[config.mk]
export PLATFORM = sky130hd
export DESIGN_NAME = tws_eeprom
export DESIGN_NICKNAME = d
export VERILOG_FILES = /design/src/tws_eeprom.v
export VERILOG_INCLUDE_DIRS = /design/src
export SDC_FILE = /design/constraint.sdc
export NUM_CORES = 1
export LEC_CHECK = 0
export ABC_AREA = 1
export BUFFER_PORTS_ARGS = -buffer_cell sky130_fd_sc_hd__buf_2
export CAP_MARGIN = 20
export CORE_MARGIN = 1
export CORE_UTILIZATION = 55
export CTS_BUF_LIST = sky130_fd_sc_hd__clkbuf_4 sky130_fd_sc_hd__clkbuf_8 sky130_fd_sc_hd__clkbuf_16
export CTS_CLUSTER_DIAMETER = 60
export CTS_CLUSTER_SIZE = 10
export DETAILED_ROUTE_END_ITERATION = 16
export GPL_TIMING_DRIVEN = 0
export PLACE_DENSITY = 0.71
export SETUP_SLACK_MARGIN = 0.1
export SYNTH_ARGS = -nofsm -noshare
export SYNTH_HDL_FRONTEND = slang
export SYNTH_SLANG_ARGS = --single-unit
export TNS_END_PERCENT = 100
[constraint.sdc]
create_clock -name clk -period 2.62 [get_ports clk]
set_clock_uncertainty 0.1 [all_clocks]
set_input_delay 0.524 -clock clk [delete_from_list [all_inputs] [get_ports clk]]
set_output_delay 0.524 -clock clk [all_outputs]
set_load 0.01 [all_outputs]
[src/tws_consts.vh]
`ifndef TWS_CONSTS_VH
`define TWS_CONSTS_VH

// device address word layout
`define TWS_TYPE_CODE 5'h14
`define TWS_TYPE_MSB 7
`define TWS_TYPE_LSB 3
`define TWS_SEL_HIGH_BIT 2
`define TWS_SEL_LOW_BIT 1
`define TWS_RW_BIT 0

// word address and page geometry
`define TWS_ADDR_W 15
`define TWS_PAGE_W 6
`define TWS_PAGE_BYTES 7'h40
`define TWS_HI_BYTE_BITS 7

// bit counter marks within one serial word
`define TWS_CNT_W 4
`define TWS_CNT_BYTE 4'h8
`define TWS_CNT_ACK 4'h9

// self-timed write cycle
`define TWS_PROG_TIME_MS 5
`define TWS_CLK_KHZ 50000

`endif

[src/tws_eeprom.v]
`timescale 1ns/1ps
`include "tws_consts.vh"

// Functional notes
// - sda may change only with scl low, except for start and stop.
// - sda falling while scl high is a start; start precedes every command.
// - sda rising while scl high is a stop; stop after read gives standby.
// - words are eight bits; device pulls sda low on the ninth clock.
// - standby at power-up and after stop once internal work is done.
// - device answers only when top five address bits match the type pattern.
// - two select bits compare with two strap pins; floating strap reads low.
// - eighth address bit high starts a read, low starts a write.
// - match gives acknowledge; mismatch gives none and returns to standby.
// - write-protect high blocks writes to the whole array.
// - byte write is device address, two address bytes, one data byte, stop.
// - during the internal write cycle inputs are ignored and nothing answers.
// - page write takes up to 64 bytes, each acknowledged, closed by stop.
// - page write increments low six address bits only, wrapping inside page.
// - more than 64 bytes wrap and overwrite earlier bytes of the page.
// - polling gets acknowledge only after the write cycle has finished.
// - address counter holds last address plus one while powered.
// - reads wrap from the last byte of memory to the first.
// - current read sends byte at counter; controller nacks then stops.
// - sequential read sends next byte on each controller acknowledge.
// - internal write cycle lasts at most five milliseconds from the stop; here it runs at least PROG_CYCLES clocks, longer while the array stalls.
module tws_eeprom #(
    parameter integer PROG_CYCLES = `TWS_PROG_TIME_MS * `TWS_CLK_KHZ
) (
    input wire clk,
    input wire reset,
    input wire scl,
    input wire sda_in,
    output reg sda_out,
    output reg sda_oe_n,
    input wire select_strap_high,
    input wire select_strap_low,
    input wire write_protect,
    output reg standby,
    output reg write_busy,
    output reg [`TWS_ADDR_W-1:0] fetch_addr,
    input wire [7:0] fetch_data,
    output reg prog_valid,
    output reg [`TWS_ADDR_W-1:0] prog_addr,
    output reg [7:0] prog_data,
    input wire prog_ready
);

localparam [2:0] ST_IDLE = 3'h0;
localparam [2:0] ST_DEV = 3'h1;
localparam [2:0] ST_AHI = 3'h2;
localparam [2:0] ST_ALO = 3'h3;
localparam [2:0] ST_WDATA = 3'h4;
localparam [2:0] ST_READ = 3'h5;
localparam [2:0] ST_PROG = 3'h6;

function [`TWS_ADDR_W-1:0] page_inc;
    input [`TWS_ADDR_W-1:0] a;
    begin
        page_inc = {a[`TWS_ADDR_W-1:`TWS_PAGE_W], a[`TWS_PAGE_W-1:0] + 6'h01};
    end
endfunction

function dev_match;
    input [7:0] w;
    input sel_hi;
    input sel_lo;
    begin
        dev_match = (w[`TWS_TYPE_MSB:`TWS_TYPE_LSB] == `TWS_TYPE_CODE) &&
                    (w[`TWS_SEL_HIGH_BIT] == sel_hi) && (w[`TWS_SEL_LOW_BIT] == sel_lo);
    end
endfunction

////////////////////////////////////////////////////////////////////////////////
// pin synchronisers; stage 0 feeds only stage 1, stage 2 is the edge history

reg [2:0] scl_q;
reg [2:0] sda_q;
reg [1:0] hi_q;
reg [1:0] lo_q;
reg [1:0] wp_q;

always @(posedge clk) begin
    if (reset) begin
        scl_q <= 3'h7;
        sda_q <= 3'h7;
        hi_q <= 2'h0;
        lo_q <= 2'h0;
        wp_q <= 2'h0;
    end else begin
        scl_q <= {scl_q[1:0], scl};
        sda_q <= {sda_q[1:0], sda_in};
        hi_q <= {hi_q[0], select_strap_high};
        lo_q <= {lo_q[0], select_strap_low};
        wp_q <= {wp_q[0], write_protect};
    end
end

wire scl_rise = scl_q[1] & ~scl_q[2];
wire scl_fall = ~scl_q[1] & scl_q[2];
wire start_det = scl_q[1] & scl_q[2] & sda_q[2] & ~sda_q[1];
wire stop_det = scl_q[1] & scl_q[2] & ~sda_q[2] & sda_q[1];

////////////////////////////////////////////////////////////////////////////////
// serial engine and write cycle

reg [2:0] state;
reg [`TWS_CNT_W-1:0] cnt;
reg [7:0] shreg;
reg [63:0] page_valid;
reg [6:0] drain_idx;
reg [31:0] prog_cnt;
reg [7:0] page_buf [0:63];
reg skid_valid;
reg [`TWS_ADDR_W-1:0] skid_addr;
reg [7:0] skid_data;

wire page_we = scl_fall && (cnt == `TWS_CNT_BYTE) && (state == ST_WDATA);
wire drain_live = (state == ST_PROG) && (drain_idx < `TWS_PAGE_BYTES);
wire drain_hit = drain_live && page_valid[drain_idx[5:0]];
// skid entry empty is the ready toward the drain walker
wire push = drain_hit && !skid_valid;
wire [`TWS_ADDR_W-1:0] push_addr = {fetch_addr[`TWS_ADDR_W-1:`TWS_PAGE_W], drain_idx[5:0]};
wire prog_time_done = (prog_cnt >= PROG_CYCLES - 1);

// latched page bytes; a later byte at the same slot simply replaces the earlier
always @(posedge clk) begin
    if (page_we) begin
        page_buf[fetch_addr[`TWS_PAGE_W-1:0]] <= shreg;
    end
end

always @(posedge clk) begin
    if (reset) begin
        state <= ST_IDLE;
        cnt <= {`TWS_CNT_W{1'b0}};
        shreg <= 8'h00;
        sda_oe_n <= 1'b1;
        fetch_addr <= {`TWS_ADDR_W{1'b0}};
        page_valid <= 64'h0;
        drain_idx <= 7'h00;
        prog_cnt <= 32'h0;
    end else if (state == ST_PROG) begin
        // bus stays deaf here, so polling sees no acknowledge
        sda_oe_n <= 1'b1;
        if (!prog_time_done) begin
            prog_cnt <= prog_cnt + 32'h1;
        end
        if (drain_live && (!page_valid[drain_idx[5:0]] || !skid_valid)) begin
            drain_idx <= drain_idx + 7'h01;
        end
        if (prog_time_done && !drain_live && !skid_valid && !prog_valid) begin
            state <= ST_IDLE;
            page_valid <= 64'h0;
        end
    end else if (start_det) begin
        // a start from any state except ST_PROG resynchronises, which is what bus recovery needs
        state <= ST_DEV;
        cnt <= {`TWS_CNT_W{1'b0}};
        sda_oe_n <= 1'b1;
        page_valid <= 64'h0;
    end else if (stop_det) begin
        sda_oe_n <= 1'b1;
        if (state == ST_WDATA && page_valid != 64'h0 && !wp_q[1]) begin
            state <= ST_PROG;
            drain_idx <= 7'h00;
            prog_cnt <= 32'h0;
        end else begin
            // write-protected or read sequences go straight to standby
            state <= ST_IDLE;
        end
    end else if (state != ST_IDLE) begin
        if (scl_rise) begin
            if (cnt < `TWS_CNT_BYTE) begin
                if (state != ST_READ) begin
                    shreg <= {shreg[6:0], sda_q[1]};
                end
                cnt <= cnt + 4'h1;
            end else if (cnt == `TWS_CNT_BYTE) begin
                cnt <= `TWS_CNT_ACK;
                if (state == ST_READ && sda_q[1]) begin
                    state <= ST_IDLE;
                end
            end
        end else if (scl_fall) begin
            if (cnt == `TWS_CNT_BYTE) begin
                case (state)
                    ST_DEV: begin
                        if (dev_match(shreg, hi_q[1], lo_q[1])) begin
                            sda_oe_n <= 1'b0;
                            state <= shreg[`TWS_RW_BIT] ? ST_READ : ST_AHI;
                        end else begin
                            state <= ST_IDLE;
                        end
                    end
                    ST_AHI: begin
                        fetch_addr[`TWS_ADDR_W-1:8] <= shreg[`TWS_HI_BYTE_BITS-1:0];
                        sda_oe_n <= 1'b0;
                        state <= ST_ALO;
                    end
                    ST_ALO: begin
                        // a repeated start after this point is the random-read dummy write
                        fetch_addr[7:0] <= shreg;
                        sda_oe_n <= 1'b0;
                        state <= ST_WDATA;
                    end
                    ST_WDATA: begin
                        page_valid[fetch_addr[`TWS_PAGE_W-1:0]] <= 1'b1;
                        fetch_addr <= page_inc(fetch_addr);
                        sda_oe_n <= 1'b0;
                    end
                    ST_READ: begin
                        sda_oe_n <= 1'b1;
                    end
                    default: begin
                        sda_oe_n <= 1'b1;
                    end
                endcase
            end else if (cnt == `TWS_CNT_ACK) begin
                cnt <= {`TWS_CNT_W{1'b0}};
                if (state == ST_READ) begin
                    shreg <= fetch_data;
                    sda_oe_n <= fetch_data[7];
                    fetch_addr <= fetch_addr + 15'h0001;
                end else begin
                    sda_oe_n <= 1'b1;
                end
            end else if (state == ST_READ && cnt != {`TWS_CNT_W{1'b0}}) begin
                sda_oe_n <= shreg[6];
                shreg <= {shreg[6:0], 1'b0};
            end
        end
    end
end

////////////////////////////////////////////////////////////////////////////////
// two-entry output buffer toward the array: output stage plus skid stage

always @(posedge clk) begin
    if (reset) begin
        prog_valid <= 1'b0;
        prog_addr <= {`TWS_ADDR_W{1'b0}};
        prog_data <= 8'h00;
        skid_valid <= 1'b0;
        skid_addr <= {`TWS_ADDR_W{1'b0}};
        skid_data <= 8'h00;
    end else if (!prog_valid || prog_ready) begin
        if (skid_valid) begin
            prog_valid <= 1'b1;
            prog_addr <= skid_addr;
            prog_data <= skid_data;
            skid_valid <= 1'b0;
        end else if (push) begin
            prog_valid <= 1'b1;
            prog_addr <= push_addr;
            prog_data <= page_buf[drain_idx[5:0]];
        end else begin
            prog_valid <= 1'b0;
        end
    end else if (push) begin
        // array stalled: park the byte so the drain walker can stop without loss
        skid_valid <= 1'b1;
        skid_addr <= push_addr;
        skid_data <= page_buf[drain_idx[5:0]];
    end
end

////////////////////////////////////////////////////////////////////////////////
// status

always @(posedge clk) begin
    if (reset) begin
        sda_out <= 1'b0;
        standby <= 1'b1;
        write_busy <= 1'b0;
    end else begin
        // open drain: the driven level is always low, only the enable moves
        sda_out <= 1'b0;
        standby <= (state == ST_IDLE);
        write_busy <= (state == ST_PROG);
    end
end

endmodule

==> Word level (Yosys, flattened, before mapping) <==
Memories as Yosys holds them, arrays and structs flattened. A register that Yosys moved wholly into a read port is not among the register bits.
Index checks and enable logic that the tools add are counted.
{ "classes": {"n_addsub": 5, "magnitude_cmp": 6, "n_eq_ne": 32, "n_mux": 76, "bitwise": 17, "n_reduce_logical": 61} }
{ "op_table": {"columns": ["operator", "n"], "rows": [
  ["64-bit 2-to-1 mux", 9],
  ["32-bit 2-to-1 mux", 5],
  ["8-bit 2-to-1 mux", 10],
  ["15-bit 2-to-1 mux", 5],
  ["64-bit OR", 1],
  ["64-bit nonzero test", 1],
  ["3-bit 2-to-1 mux", 14],
  ["7-bit 2-to-1 mux", 6],
  ["4-bit 2-to-1 mux", 9],
  ["32-bit by 1-bit adder with 32-bit output, second input constant", 1],
  ["32-bit by 18-bit >= comparator with 1-bit output, second input constant", 1],
  ["3-bit nonzero test", 9],
  ["7-bit AND reduction", 3],
  ["10-bit AND reduction", 2],
  ["9-bit AND reduction", 2],
  ["1-bit logical AND", 16],
  ["8-bit one-hot mux with 2 select lines", 1],
  ["15-bit by 1-bit adder with 15-bit output, second input constant", 1],
  ["6-bit by 7-bit < comparator with 1-bit output, second input constant", 2],
  ["2-bit by 1-bit inequality test with 1-bit output, second input constant", 7],
  ["2-bit nonzero test", 7],
  ["6-bit 2-to-1 mux", 2],
  ["4-bit nonzero test", 3],
  ["1-bit 2-to-1 mux", 11],
  ["36 further kinds", 69]
]} }
{ "word_totals": {"register_bits": 196, "ram_bits": 512, "input_bits": 16, "wordCells": 221, "memories": 1} }
{ "mem_list": {"columns": ["memory", "depth", "width", "rd", "rd_ports_with_merged_regs", "write_ports", "line_no", "rtl"], "rows": [
  ["page_buf", 64, 8, 1, 1, 1, "tws_eeprom.v:112", "reg [7:0] page_buf [0:63];"]
]} }

==> Longest topological paths before layout <==
{ "logic_depth": {"depth_word": 13, "ltp_mapped": 18, "depth_no_buf": 15} }

==> Worst setup path before layout <==
OpenSTA, ideal clock, no wires.
{ "synth_timing": {"path_kind": "reg2reg", "start": "register shreg[5]", "end": "register state[0]", "setup_ps": 70, "t_arrival_ps": 2213, "t_required_ps": 2450, "path_slack_ps": 237, "stages_incl_launch_ff": 9, "path_buffers": 0, "synth_period_minus_slack_ps": 2383, "cell_sequence": "dfxtp_1 inv_1 nor4_1 nand4_1 o21ai_0 inv_1 o21ai_0 nand3_1 a21oi_1"} }
{ "synth_via": {"elab_chain_cells": 12} }
{ "synth_lines": {"columns": ["element", "line_no", "rtl"], "rows": [
  ["start: declaration", "tws_eeprom.v:108", "reg [7:0] shreg;"],
  ["start signal: assignment", "tws_eeprom.v:175", "shreg <= {shreg[6:0], sda_q[1]};"],
  ["start signal: assignment", "tws_eeprom.v:221", "shreg <= fetch_data;"],
  ["start signal: assignment", "tws_eeprom.v:229", "shreg <= {shreg[6:0], 1'b0};"],
  ["5-bit == test (no line)", null, null],
  ["1-bit logical AND (2 in a row)", "tws_eeprom.v:68", "dev_match = (w[`TWS_TYPE_MSB:`TWS_TYPE_LSB] == `TWS_TYPE_CODE) &&"],
  ["3-bit 2-to-1 mux", "tws_eeprom.v:188", "if (dev_match(shreg, hi_q[1], lo_q[1])) begin"],
  ["3-bit one-hot mux with 3 select lines", "tws_eeprom.v:186", "case (state)"],
  ["3-bit 2-to-1 mux", "tws_eeprom.v:185", "if (cnt == `TWS_CNT_BYTE) begin"],
  ["3-bit 2-to-1 mux", "tws_eeprom.v:184", "end else if (scl_fall) begin"],
  ["3-bit 2-to-1 mux", "tws_eeprom.v:172", "if (scl_rise) begin"],
  ["3-bit 2-to-1 mux", "tws_eeprom.v:171", "end else if (state != ST_IDLE) begin"],
  ["3-bit 2-to-1 mux", "tws_eeprom.v:161", "end else if (stop_det) begin"],
  ["3-bit 2-to-1 mux", "tws_eeprom.v:155", "end else if (start_det) begin"],
  ["3-bit 2-to-1 mux", "tws_eeprom.v:142", "end else if (state == ST_PROG) begin"],
  ["end signal: assignment", "tws_eeprom.v:190", "state <= shreg[`TWS_RW_BIT] ? ST_READ : ST_AHI;"],
  ["end: declaration", "tws_eeprom.v:106", "reg [2:0] state;"]
]} }
No other way between the ends. The select of a mux whose other input is x is not followed.
A chain may end at the register's enable or synchronous reset.

==> Final worst setup path <==
{ "layout_timing": {"start": "register fetch_addr[0]", "end": "memory page_buf[48][1] (enable)"} }
{ "layout_rtl": {"columns": ["element", "line_no", "rtl"], "rows": [
  ["start: declaration", "tws_eeprom.v:40", "output reg [`TWS_ADDR_W-1:0] fetch_addr,"],
  ["start signal: assignment", "tws_eeprom.v:138", "fetch_addr <= {`TWS_ADDR_W{1'b0}};"],
  ["start signal: indexed assignment", "tws_eeprom.v:196", "fetch_addr[`TWS_ADDR_W-1:8] <= shreg[`TWS_HI_BYTE_BITS-1:0];"],
  ["start signal: assignment", "tws_eeprom.v:202", "fetch_addr[7:0] <= shreg;"],
  ["end: declaration", "tws_eeprom.v:112", null]
]} }
Straight into the memory's write port.

==> results.json <==
{
  "postRouteAntennaNets": 0,
  "antenna_found_initial": 2,
  "clock_latency_ns": 0.65,
  "drive_above_1_share": 0.155,
  "cp_cell_sequence": "nor3_2 > nand2_1 > nor2_4 > buf_6",
  "yosysWarnings": 0,
  "finalHoldViolCount": 0,
  "cp.arrival_ns": 2.97,
  "syn-mean-instance-area_um2": 9.38,
  "worstSetupPathType": "flip-flop to flip-flop",
  "routedWlPerCell_um": 24.1,
  "synth_async_sr_flop_share": 0,
  "synthCells": 3308,
  "yosysSeqAreaShare": 0.626,
  "drtPass1Iterations": 8,
  "layout_common_cells": "1003 x nand2_1, 512 x edfxtp_1, 492 x nand3_1",
  "io_pins": 59,
  "htree_levels": 3,
  "period_share": 1.05,
  "area_delta_synth_final_pct": 17.5,
  "drtIter0Drc": 3178,
  "core_area_um2": 55400,
  "max_slew_margin": 0.292,
  "met2_usage": 0.552,
  "setup_violations": 12,
  "root_buffer": "clkbuf_16",
  "viasPerCell": 5.97,
  "cts_buffers": 81,
  "hold_path.class": "primary input to flip-flop",
  "cp-start-kind": "flip-flop",
  "dieArea_um2": 57300,
  "layout_commonest_cell": "nand2_1",
  "timing.hold.ws_ns": 0.0197,
  "maxSlewViolCount": 0,
  "critPathCaptureType": "flip-flop",
  "slowest_stage": "nor3_2",
  "violations": "negative setup slack",
  "finalWirelength_um": 104000,
  "grtUsageMet1": 0.492,
  "cts_sinks": 714,
  "grt.total_usage": 0.360,
  "dp_hpwl_um": 70300,
  "grt_overflow_total": 0,
  "synthDistinctLibCells": 49,
  "ir_drop_uv": 492,
  "setup-tns-final_ns": -0.683,
  "ys_seq_elements": 714,
  "synth_edf_count": 512,
  "post-route-min-period_ns": 2.74,
  "max_freq_ghz": 0.365,
  "vias": 25700,
  "total_power_mw": 22.8,
  "clkTransAtPathRegs_ns": 0.06,
  "grt_pass1_wl_um": 150000,
  "cts_tree": "built",
  "path_max_fanout": 8,
  "die_x_um": 239,
  "io_buffers": 56,
  "final_util": 0.657,
  "status": "finished, violations left",
  "synth.net_count": 3334,
  "fin_ws_ns": -0.119,
  "syn_area_um2": 31000,
  "top_usage_layer": "met2",
  "use_met3": 0.0770,
  "max_stage_delay_ns": 0.92,
  "rows": 86,
  "power_density_nw_per_um2": 625,
  "fin_nets": 3540,
  "grt_start_max_net_pins": 71,
  "route.detailed.drc": 0,
  "worst_slew_pin_slew_ns": 1.06,
  "initial_core_util": 0.560,
  "rsz0062_at_grt": "true",
  "crit_required_ns": 2.85,
  "die_h_um": 239,
  "power.leakage_nw": 14.3,
  "clockBufferDepth": 3,
  "ys_dominant_reg_cell": "edfxtp_1",
  "place_congestion": 1.03,
  "maxCapViolations": 0,
  "grt_pass1_vias": 23900
}
==> cells in the mapped netlist (11+ instances only) <==
| master | count | area [µm²] |
|---|---|---|
| buf_2 | 77 | 385 |
| nand4_1 | 26 | 163 |
| clkbuf_1 | 62 | 233 |
| dfxtp_1 | 202 | 4040 |
| a31oi_1 | 17 | 106 |
| nand2_1 | 1016 | 3810 |
| buf_1 | 20 | 75.1 |
| nand2_2 | 14 | 87.6 |
| edfxtp_1 | 512 | 15400 |
| nor3_1 | 34 | 170 |
| a21oi_1 | 132 | 661 |
| or2_1 | 14 | 87.6 |
| nand3_1 | 497 | 2490 |
| nor2_1 | 232 | 871 |
| or2_0 | 46 | 288 |
| o211ai_1 | 16 | 120 |
| o21ai_0 | 64 | 320 |
| inv_1 | 205 | 769 |
| xor2_1 | 14 | 123 |
| o21ai_1 | 11 | 55.1 |
==> state kept, by name, indices dropped and copies added (netlist names), 2 cells and up, named ones only <==
register,count
drain_idx,7
state,3
lo_q,2
sda_q,3
page_buf,512
skid_addr,15
wp_q,2
prog_cnt,32
page_valid,64
fetch_addr,15
skid_data,8
hi_q,2
prog_data,8
scl_q,3
prog_addr,15
cnt,4
shreg,8
==> metal layers <==
metal  wire (µm)  part of all wire  vias up
li1            -                 -    11500
met1       39500              0.38    12200
met2       46000              0.44     1700
met3       13000              0.13      327
met4        5320             0.051        0
met5           0                 0        -
==> metrics by stage <==
| step | setup slack [ns] | cells | instance area, µm² |
|---|---|---|---|
| 2_1_floorplan | 0.237 | 3308 | 31000 |
| 3_3_place_gp | -1.60 | 4112 | 32200 |
| 3_5_place_dp | -0.569 | 4138 | 32600 |
| 4_1_cts | 0.0276 | 4292 | 36000 |
| 5_1_grt | 0.00617 | 4307 | 36400 |
| 6_report | -0.119 | 4308 | 36400 |
==> where the power goes <==
group          leakage, nW  switching [mW]  internal [mW]
Clock                 1.24            4.52           6.17
Combinational         5.54          0.0977         0.0379
Sequential            7.48         0.00365           11.9
Total                 14.3            4.62           18.2
==> repair_timing <==
action,4_1_cts,5_1_grt
resized for setup,163,144
cloned,0,1
endpoints found under the hold margin,4,0
hold buffers,4,0
setup buffers,22,14
endpoints found under the setup margin,626,328
pin swaps,17,9
==> critical path, delay by kind of cell (launching register included) <==
kind / cells / cell delay, ns
buffers and inverters: 1 / 0.24
flip-flops: 1 / 0.45
AND/OR/NAND/NOR: 3 / 1.63
==> logic make-up after synthesis <==
group | Yosys count | synth area share
xor gates and xnor gates | 19 | 0.00537
AOI/OAI and AO/OA | 256 | 0.0447
buffers and inverters | 401 | 0.0551
other | 1 | 0.000121
DFF | 714 | 0.626
and+or+nand+nor | 1907 | 0.265
adders and majority gates | 10 | 0.00403
==> final timing paths <==
check / start / to / slack (ns) / depth (start not counted)
hold / removal: write_protect / wp_q[0] / 0.02 / 3
setup / recovery: fetch_addr[0] / page_buf[48][1] / -0.12 / 4
setup reg to reg: fetch_addr[0] / page_buf[48][1] / -0.12 / 4
hold reg to reg: hi_q[0] / hi_q[1] / 0.31 / 2
==> area by class of cell <==
class / count / area, µm²
Antenna cell: 1 / 2.50
Buffer: 181 / 1120
Clock buffer: 120 / 2330
Clock inverter: 8 / 120
Fill cell: 4333 / 19000
Inverter: 220 / 836
Multi-Input combinational cell: 2194 / 10500
Sequential cell: 714 / 19500
Tap cell: 748 / 936
Timing Repair Buffer: 122 / 1100
Power figures use the tool's default switching activity.
